**src/msdi_pkg.sv**
```systemverilog
package msdi_pkg;
   // frame layout
   localparam int FRAME_BITS   = 32;
   localparam int ADDR_HI      = 31;
   localparam int ADDR_LO      = 25;
   localparam int RW_BIT       = 24;
   localparam int DATA_BITS    = 24;
   localparam int CNT_W        = 6;
   // register addresses
   localparam logic [6:0] ADDR_SWITCH_STATE = 7'h1f;
   localparam logic [6:0] ADDR_FAULT_FLAG   = 7'h21;
   localparam logic [6:0] ADDR_LINK_CHECK   = 7'h01;
   localparam logic [6:0] ADDR_WET_CONFIG   = 7'h02;
   localparam logic [6:0] ADDR_MAX          = 7'h24;
   // response field positions
   localparam int FAULT_SUM_POS = 23;
   localparam int INT_FLAG_POS  = 22;
   localparam int SWITCH_N      = 22;
   localparam int GROUND_N      = 14;
   localparam int PROG_N        = 8;
   // fault word positions
   localparam int FRAME_ERR_POS = 10;
   localparam int CHECKSUM_POS  = 9;
   localparam int UNDERV_POS    = 7;
   localparam int OVERV_POS     = 6;
   localparam int THERM_POS     = 5;
   localparam int OVERT_POS     = 4;
   localparam int WAKE_INT_POS  = 3;
   localparam int WAKE_PIN_POS  = 2;
   localparam int WAKE_SPI_POS  = 1;
   localparam int POR_POS       = 0;
   localparam int FLAG_N        = 11;
   // reset values
   localparam logic [FLAG_N-1:0] FLAGS_RESET = 11'h001;
   // interrupt release delay
   localparam real CLK_MHZ          = 200.0;
   localparam real INT_RELEASE_US   = 1000.0;
   localparam int  INT_RELEASE_CYC  = int'(INT_RELEASE_US * CLK_MHZ);
endpackage : msdi_pkg

```
**src/switch_status_fault_readout.sv**
```systemverilog
`timescale 1ns/1ps
// Notes on behaviour
// - address 0x1f read returns switch states in the next frame
// - data bits 0..21 give one switch each, 1 closed, 0 open
// - bits 21..14 programmable inputs 7..0, bits 13..0 ground inputs
// - bit 23 is OR of all fault flags and wetting faults
// - bit 22 sets on any switch change or new fault flag
// - after power-on both summary and interrupt flag read as 1
// - any valid frame clears the interrupt flag; a frame with bad address or bit count sets it instead
// - persisting fault raises no new interrupt until it ends and recurs
// - summary from latched fault flags stays set until the fault word is read; a wetting fault sets it only while present
// - bits 23,22 in every response except link check and wetting config; bit 23 reads 0 in the fault word
// - interrupt output released 1.0 ms after select falls
// - a cleared flag whose cause persists is set again at once
// - fault word layout with unused bits reading zero
// - frame error sets on bad address or bit count
// - checksum fault clears only when mismatch gone and read
// - supply and thermal flags clear when condition ended and read
// - wake flags latch the wake cause and clear on read
// - power-on flag set by reset, cleared on read
// - first frame after low power returns both flags as 1
module switch_status_fault_readout #(
   parameter int INT_RELEASE_CYC = msdi_pkg::INT_RELEASE_CYC
) (
   input  wire logic        clk,
   input  wire logic        rst_b,
   input  wire logic        sclk,
   input  wire logic        chip_select_low,
   input  wire logic        mosi,
   output logic             miso,
   output logic             miso_oe,
   input  wire logic [13:0] ground_switch_inputs,
   input  wire logic [7:0]  programmable_switch_inputs,
   input  wire logic        undervoltage_in,
   input  wire logic        overvoltage_in,
   input  wire logic        thermal_warning_in,
   input  wire logic        overtemperature_in,
   input  wire logic        checksum_mismatch_in,
   input  wire logic        wetting_fault_in,
   input  wire logic        low_power_state,
   input  wire logic        wake_by_interrupt,
   input  wire logic        wake_by_pin,
   input  wire logic        wake_by_spi,
   output logic             interrupt_out_n
);
   localparam int CW = msdi_pkg::FRAME_BITS;

   typedef enum logic [1:0] {IDLE, SHIFT, DONE} link_e;

   logic [25:0] async_in;
   logic [25:0] sync_in;
   logic        sclk_s;
   logic        cs_s;
   logic        mosi_s;
   logic [3:0]  cond_s;
   logic        chk_s;
   logic        wetf_s;
   logic        lps_s;
   logic [2:0]  wake_s;

   sync2 #(.W(3), .INIT(3'h2)) u_link_sync ( // select idles high
      .clk   (clk),
      .rst_b (rst_b),
      .d     ({sclk, chip_select_low, mosi}),
      .q     ({sclk_s, cs_s, mosi_s})
   );

   assign async_in = {programmable_switch_inputs, ground_switch_inputs,
                      undervoltage_in, overvoltage_in, thermal_warning_in,
                      overtemperature_in};

   sync2 #(.W(26)) u_in_sync (
      .clk   (clk),
      .rst_b (rst_b),
      .d     (async_in),
      .q     (sync_in)
   );

   sync2 #(.W(6)) u_misc_sync (
      .clk   (clk),
      .rst_b (rst_b),
      .d     ({checksum_mismatch_in, wetting_fault_in, low_power_state,
               wake_by_interrupt, wake_by_pin, wake_by_spi}),
      .q     ({chk_s, wetf_s, lps_s, wake_s})
   );

   logic [21:0] sw_now;
   assign sw_now = sync_in[25:4];
   assign cond_s = sync_in[3:0];

   // link state
   link_e            st_q, st_d;
   logic             sclk_q, sclk_d, cs_q, cs_d;
   logic [CW-1:0]    rx_q, rx_d;
   logic [23:0]      tx_q, tx_d;
   logic [5:0]       cnt_q, cnt_d;
   logic [6:0]       prev_addr_q, prev_addr_d;
   logic             prev_rd_q, prev_rd_d;
   logic             miso_q, miso_d;
   logic [21:0]      sw_q, sw_d;
   logic             int_q, int_d;
   logic             wake_q, wake_d;
   logic             lps_q, lps_d;
   logic [31:0]      tmr_q, tmr_d;
   logic             int_out_q, int_out_d;
   logic [3:0]       cond_q, cond_d;

   logic cs_fall, cs_rise, sclk_rise, sclk_fall;
   logic frame_ok, frame_bad, fault_read;
   localparam int FLAG_W = msdi_pkg::FLAG_N;
   logic [FLAG_W-1:0] flags;
   logic [FLAG_W-1:0] fset, fhold;
   logic fsum;

   assign cs_fall   = cs_q & ~cs_s;
   assign cs_rise   = ~cs_q & cs_s;
   assign sclk_rise = ~sclk_q & sclk_s;
   assign sclk_fall = sclk_q & ~sclk_s;

   function automatic logic addr_valid(input logic [6:0] a);
      addr_valid = (a != 7'h00) && (a <= msdi_pkg::ADDR_MAX);
   endfunction : addr_valid

   assign frame_ok   = cs_rise && (st_q == SHIFT) && (cnt_q == 6'h20)
                       && addr_valid(rx_q[31:25]);
   assign frame_bad  = cs_rise && (st_q == SHIFT)
                       && !((cnt_q == 6'h20) && addr_valid(rx_q[31:25]));
   // fault word reaches host in the frame after its address
   assign fault_read = cs_rise && (st_q == SHIFT) && (cnt_q == 6'h20)
                       && prev_rd_q
                       && (prev_addr_q == msdi_pkg::ADDR_FAULT_FLAG);

   // flag sets and holds, bit order per fault word
   always_comb begin
      fset  = '0;
      fhold = '0;
      fset[10]  = frame_bad;
      fset[9]   = chk_s;
      fhold[9]  = chk_s;
      fset[8:5] = cond_s;
      fhold[8:5]= cond_s;
      fset[4:2] = {3{lps_q & ~lps_s}} & wake_s;
      fset[1]   = 1'b0;
      fset[0]   = 1'b0;
   end

   flag_latch #(.W(FLAG_W), .INIT(msdi_pkg::FLAGS_RESET)) u_flags (
      .clk   (clk),
      .rst_b (rst_b),
      .set   (fset),
      .hold  (fhold),
      .clr   (fault_read),
      .q     (flags)
   );

   assign fsum = (|flags) | wetf_s;

   function automatic logic [23:0] fault_word(input logic [10:0] f,
                                              input logic i);
      fault_word = '0;
      fault_word[msdi_pkg::INT_FLAG_POS]  = i;
      fault_word[msdi_pkg::FRAME_ERR_POS] = f[10];
      fault_word[msdi_pkg::CHECKSUM_POS]  = f[9];
      fault_word[7:4] = f[8:5];
      fault_word[3:1] = f[4:2];
      fault_word[0]   = f[0];
   endfunction : fault_word

   always_comb begin
      st_d        = st_q;
      sclk_d      = sclk_s;
      cs_d        = cs_s;
      rx_d        = rx_q;
      tx_d        = tx_q;
      cnt_d       = cnt_q;
      prev_addr_d = prev_addr_q;
      prev_rd_d   = prev_rd_q;
      miso_d      = miso_q;
      cond_d      = cond_s;
      lps_d       = lps_s;
      sw_d        = sw_q;
      wake_d      = wake_q;
      int_d       = int_q;
      if (st_q == IDLE)
         sw_d = sw_now;
      case (st_q)
         IDLE: begin
            if (cs_fall) begin
               st_d  = SHIFT;
               cnt_d = '0;
               tx_d  = '0;
               if (!(prev_rd_q && prev_addr_q == msdi_pkg::ADDR_FAULT_FLAG))
                  tx_d[21:0] = sw_q;
               else
                  tx_d = fault_word(flags, int_q | wake_q);
               if (!(prev_addr_q == msdi_pkg::ADDR_LINK_CHECK
                     || prev_addr_q == msdi_pkg::ADDR_WET_CONFIG)) begin
                  tx_d[23] = fsum | wake_q;
                  tx_d[22] = int_q | wake_q;
               end
               if (prev_rd_q && prev_addr_q == msdi_pkg::ADDR_FAULT_FLAG)
                  tx_d[23] = 1'b0;
               miso_d = 1'b0;
            end
         end
         SHIFT: begin
            if (cs_cycle_start(cnt_q, sclk_rise))
               miso_d = 1'b0;
            if (sclk_rise && cnt_q != 6'h3f) begin
               rx_d  = {rx_q[CW-2:0], mosi_s};
               cnt_d = cnt_q + 6'h01;
            end
            if (sclk_fall && !cs_cycle_start(cnt_q, sclk_fall)) begin
               miso_d = tx_q[23];
               tx_d   = {tx_q[22:0], 1'b0};
            end
            if (cs_rise) begin
               st_d = IDLE;
               if (frame_ok) begin
                  prev_addr_d = rx_q[31:25];
                  prev_rd_d   = ~rx_q[24];
                  int_d       = 1'b0;
                  wake_d      = 1'b0;
               end
            end
         end
         default: st_d = IDLE;
      endcase
      // new events win over a read clear in the same cycle
      if ((sw_now != sw_q && st_q == IDLE) || (|(cond_s & ~cond_q))
          || frame_bad || (chk_s && !flags[9]))
         int_d = 1'b1;
      if (lps_q & ~lps_s)
         wake_d = 1'b1;
   end

   // address bits travel ahead of data, so miso idles low until data
   function automatic logic cs_cycle_start(input logic [5:0] c,
                                           input logic r);
      cs_cycle_start = r && (c < 6'd8);
   endfunction : cs_cycle_start

   always_comb begin
      int_out_d = int_out_q;
      tmr_d     = tmr_q;
      if (int_q && !int_out_q && tmr_q == '0)
         int_out_d = 1'b1;
      if (cs_fall && int_out_q)
         tmr_d = 32'(INT_RELEASE_CYC);
      if (tmr_q != '0) begin
         tmr_d = tmr_q - 32'd1;
         if (tmr_q == 32'd1)
            int_out_d = 1'b0;
      end
   end

   always_ff @(posedge clk or negedge rst_b) begin
      if (!rst_b) begin
         st_q        <= IDLE;
         sclk_q      <= 1'b0;
         cs_q        <= 1'b1;
         rx_q        <= '0;
         tx_q        <= '0;
         cnt_q       <= '0;
         prev_addr_q <= msdi_pkg::ADDR_SWITCH_STATE;
         prev_rd_q   <= 1'b1;
         miso_q      <= 1'b0;
         sw_q        <= '0;
         int_q       <= 1'b1;
         wake_q      <= 1'b0;
         lps_q       <= 1'b0;
         tmr_q       <= '0;
         int_out_q   <= 1'b0;
         cond_q      <= '0;
      end else begin
         st_q        <= st_d;
         sclk_q      <= sclk_d;
         cs_q        <= cs_d;
         rx_q        <= rx_d;
         tx_q        <= tx_d;
         cnt_q       <= cnt_d;
         prev_addr_q <= prev_addr_d;
         prev_rd_q   <= prev_rd_d;
         miso_q      <= miso_d;
         sw_q        <= sw_d;
         int_q       <= int_d;
         wake_q      <= wake_d;
         lps_q       <= lps_d;
         tmr_q       <= tmr_d;
         int_out_q   <= int_out_d;
         cond_q      <= cond_d;
      end
   end

   assign miso            = miso_q;
   assign miso_oe         = (st_q == SHIFT);
   assign interrupt_out_n = ~int_out_q;
endmodule : switch_status_fault_readout

```
**src/sync2.sv**
```systemverilog
`timescale 1ns/1ps
module sync2 #(
   parameter int           W    = 1,
   parameter logic [W-1:0] INIT = '0
) (
   input  wire logic         clk,
   input  wire logic         rst_b,
   input  wire logic [W-1:0] d,
   output logic      [W-1:0] q
);
   logic [W-1:0] m_q;
   logic [W-1:0] m_d;
   logic [W-1:0] q_d;

   always_comb begin
      m_d = d;
      q_d = m_q;
   end

   always_ff @(posedge clk or negedge rst_b) begin
      if (!rst_b) begin
         m_q <= INIT;
         q   <= INIT;
      end else begin
         m_q <= m_d;
         q   <= q_d;
      end
   end
endmodule : sync2

```
**src/flag_latch.sv**
```systemverilog
`timescale 1ns/1ps
// latched flag: sets on event, clears on read unless the cause persists
module flag_latch #(
   parameter int  W      = 1,
   parameter logic [W-1:0] INIT = '0
) (
   input  wire logic         clk,
   input  wire logic         rst_b,
   input  wire logic [W-1:0] set,
   input  wire logic [W-1:0] hold,
   input  wire logic         clr,
   output logic      [W-1:0] q
);
   logic [W-1:0] q_d;

   always_comb begin
      q_d = clr ? (set | hold) : (q | set);
   end

   always_ff @(posedge clk or negedge rst_b) begin
      if (!rst_b) begin
         q <= INIT;
      end else begin
         q <= q_d;
      end
   end
endmodule : flag_latch

```
**config.mk**
```make
export PLATFORM = sky130hd
export DESIGN_NAME = switch_status_fault_readout
export DESIGN_NICKNAME = d
export VERILOG_FILES = /design/src/msdi_pkg.sv /design/src/switch_status_fault_readout.sv /design/src/sync2.sv /design/src/flag_latch.sv
export SDC_FILE = /design/constraint.sdc
export NUM_CORES = 1
export LEC_CHECK = 0
export BUFFER_PORTS_ARGS = -buffer_cell sky130_fd_sc_hd__buf_2
export CAP_MARGIN = 0
export CORE_ASPECT_RATIO = 0.9
export CORE_MARGIN = 1
export CORE_UTILIZATION = 50
export DETAILED_ROUTE_END_ITERATION = 16
export GPL_TIMING_DRIVEN = 0
export PLACE_DENSITY = 0.71
export SYNTH_ARGS = -nofsm -noshare
export SYNTH_HDL_FRONTEND = slang
export SYNTH_SLANG_ARGS = --single-unit
```
**constraint.sdc**
```tcl
create_clock -name clk -period 4.2 [get_ports clk]
set_clock_uncertainty 0.2 [all_clocks]
set_input_delay 0.84 -clock clk [delete_from_list [all_inputs] [get_ports clk]]
set_output_delay 0.84 -clock clk [all_outputs]
set_load 0.02 [all_outputs]
```
==> flow_summary.yaml <==
run_status:
  outcome: "finished, final reports clean"
floorplanning:
  rows: 44
  start_util: 0.520
  die_h_um: 126
  die_x_um: 139
  die_area_um2: 17500
  core_um2: 16400
  pin_count: 40
clocking:
  clock-sinks: 216
  numCtsBuffers: 22
  clockBufferDepth: 3
  clk_latency_ns: 0.50
  cts_tree: "yes"
  clkSlewWorstSetupHoldPaths_ns: 0.07
  hold_buffers: 0
  postCtsSetupRepairBufs: 0
  cts_resized: 0
  root_buffer: "clkbuf_16"
  cts_max_level: 1
logic_synthesis:
  yosysSeqAreaShare: 0.638
  syn-num-nets: 682
  yosysMostFrequentCell: "dfrtp_1"
  ys.flop_type: "dfrtp_1"
  netlist.area_leader.share: 0.604
  syn-cell-area_um2: 8500
  async_flop_share: 1.00
  netlist_instances: 640
  synth_edf_count: 0
  netlist-cell-type-count: 55
  yosys.area.top_type: "dfrtp_1"
  synthTopCellsByArea: "dfrtp_1, mux2_2, xor2_1, dfstp_2, a21oi_1"
  ys_ff_latch: 216
  ys_warn_count: 0
  syn_area_per_cell_um2: 13.3
  yosys-top-cells-count: "dfrtp_1, mux2_2, xor2_1, a21oi_1, nor2_1"
final_layout:
  final_core_util: 0.596
  design_area_um2: 9750
  drive_above_1_share: 0.256
  num-nets-final: 746
  antenna_cells: 0
  fill_cells: 1267
  area_delta_synth_final_pct: 14.8
detailed_routing:
  drc: 0
  vias: 5048
  wl_mm: 14.9
  ant_nets: 0
  routed_via_density: 5.45
  dr.pass1.iters: 4
  wl_per_cell_um: 16.1
  drt-initial-drc-count: 298
worst_setup_path:
  cp_data_required_time_ns: 4.42
  worst-setup-path-type: "register to register"
  rrSetupSlack_ns: 1.41
  cp-start-kind: "register"
  critical-path-max-stage-delay_ns: 0.53
  cp_slowest_cell: "dfstp_2"
  r2r_end: "tx_q[21]"
  r2r_cells: 7
  crit_path_end_kind: "register"
  worstPathArrival_ns: 3.01
  path_max_fanout: 10
  r2r_start: "cs_q"
  path_cells: "nor2b_1 > nor2b_1 > or2_2 > clkbuf_1 > clkbuf_1 > nor2_1 > a21oi_1"
hold_path:
  worstHoldPathCells: 0
  hp-class: "register to register"
  hold_start: "u_in_sync.m_q[17]"
  hold_end: "u_in_sync.q[17]"
placement:
  io_buffer_count: 39
  place_hpwl_mm: 10.0
  dpl_cell_area_um2: 8990
  gp_congestion: 0.848
pwr:
  peakVddDrop_uv: 358
  power_density_nw_per_um2: 520
  total_power_uw: 5080
  p_leak_uw: 0.00430
global_routing:
  grt_pass1_wl_mm: 25.7
  grt_max_degree: 114
  grt-ovfl-total: 0
  antenna_found_initial: 0
  first_global_vias: 5309
  grt_usage: 0.181
timing:
  worstMarginPinSlew_ns: 0.745
  fin_crit_ns: 2.79
  hold-worst-slack_ns: 0.146
  slew_headroom: 0.503
  setup_viol: 0
  setup_tns_ns: 0
  post-route-period-util: 0.664
  fmax_ghz: 0.358
  final_max_slew_viol_count: 0
  final_hold_viol_count: 0
  rsz0062_at_grt: "no"
job:
  drv_cap: 0
==> placed cells by master (no fill, tap or decap), types with 4 or more instances in the layout <==
| master | n |
|---|---|
| mux2i_1 | 13 |
| or2_2 | 5 |
| clkinv_2 | 4 |
| or4_4 | 4 |
| mux2_2 | 70 |
| a21o_1 | 5 |
| nor4_1 | 17 |
| nand3_1 | 5 |
| o21ai_0 | 16 |
| nor2b_1 | 9 |
| a21oi_1 | 35 |
| nor3b_1 | 16 |
| nand2_1 | 28 |
| clkbuf_1 | 20 |
| clkbuf_16 | 22 |
| or3_1 | 4 |
| xnor2_1 | 11 |
| dfrtp_1 | 205 |
| or4_1 | 5 |
| nor2_1 | 31 |
| ha_1 | 5 |
| nand4_1 | 4 |
| and3_1 | 4 |
| inv_1 | 14 |
| buf_2 | 41 |
| a211oi_1 | 10 |
| buf_1 | 4 |
| dfstp_2 | 11 |
| xor2_1 | 39 |
| nor3_1 | 13 |
==> report_power, final <==
part / internal, µW / switching (µW) / total [µW]
sequential: 2330 / 185 / 2520
clock: 1210 / 800 / 2010
combinational: 266 / 280 / 546
==> worst max-delay path by stage <==
stage / from / slack (ns) / end / cells after the start
floorplan: tmr_q[5] / 1.72 / tmr_q[28] / 5
global placement: rst_b / -1.29 / tmr_q[27] / 1
detailed placement: cs_q / 1.44 / tx_q[19] / 7
CTS: cs_q / 1.42 / tx_q[19] / 7
global route: cs_q / 1.17 / tx_q[18] / 7
finish: cs_q / 1.41 / tx_q[21] / 7
==> routing by layer <==
layer | vias to the layer above | GRT usage | share of wire
li1 | 2380 | - | -
met1 | 2539 | 0.237 | 0.45
met2 | 107 | 0.305 | 0.49
met3 | 22 | 0.0308 | 0.039
met4 | 0 | 0.0627 | 0.022
met5 | - | 0 | 0
==> critical path, delay by kind of cell, from the launching register on <==
family	cells	cell delay, ns
simple gates	4	0.97
buf+inv	2	0.87
flops	1	0.53
compound gates	1	0.14
==> registers in the layout, summed over array words and instances (netlist names), 7 cells and up <==
name,cells
u_in_sync.q,26
tx_q,24
prev_addr_q,7
sw_q,22
tmr_q,32
u_flags.q,10
u_in_sync.m_q,26
rx_q,32
==> final cells by class <==
class,instances,area (µm²),area share
well taps,207,259,0.0266
plain buffers,27,128,0.0131
multi-input cells,383,2900,0.297
clock inverters,12,161,0.0166
clock buffers,28,603,0.0618
flip-flops and latches,216,5420,0.556
repair buffers,40,233,0.0239
inverters,14,52.6,0.00539
==> metrics by stage <==
stage / std cells / setup WS, ns
floorplan: 640 / 1.72
global placement: 886 / -1.29
detailed placement: 887 / 1.44
CTS: 927 / 1.42
global route: 927 / 1.17
finish: 927 / 1.41
==> kinds of logic (layout without fill, tap and decap cells) <==
logic type	Yosys count	in the layout	share of synthesized area
compound gates	83	83	0.0624
xor+xnor	51	51	0.0535
flops	216	216	0.638
simple gates	161	161	0.110
fa+ha+maj	5	5	0.00736
mux	83	83	0.108
buf+inv	41	121	0.0212
Power figures use the tool's default switching activity.
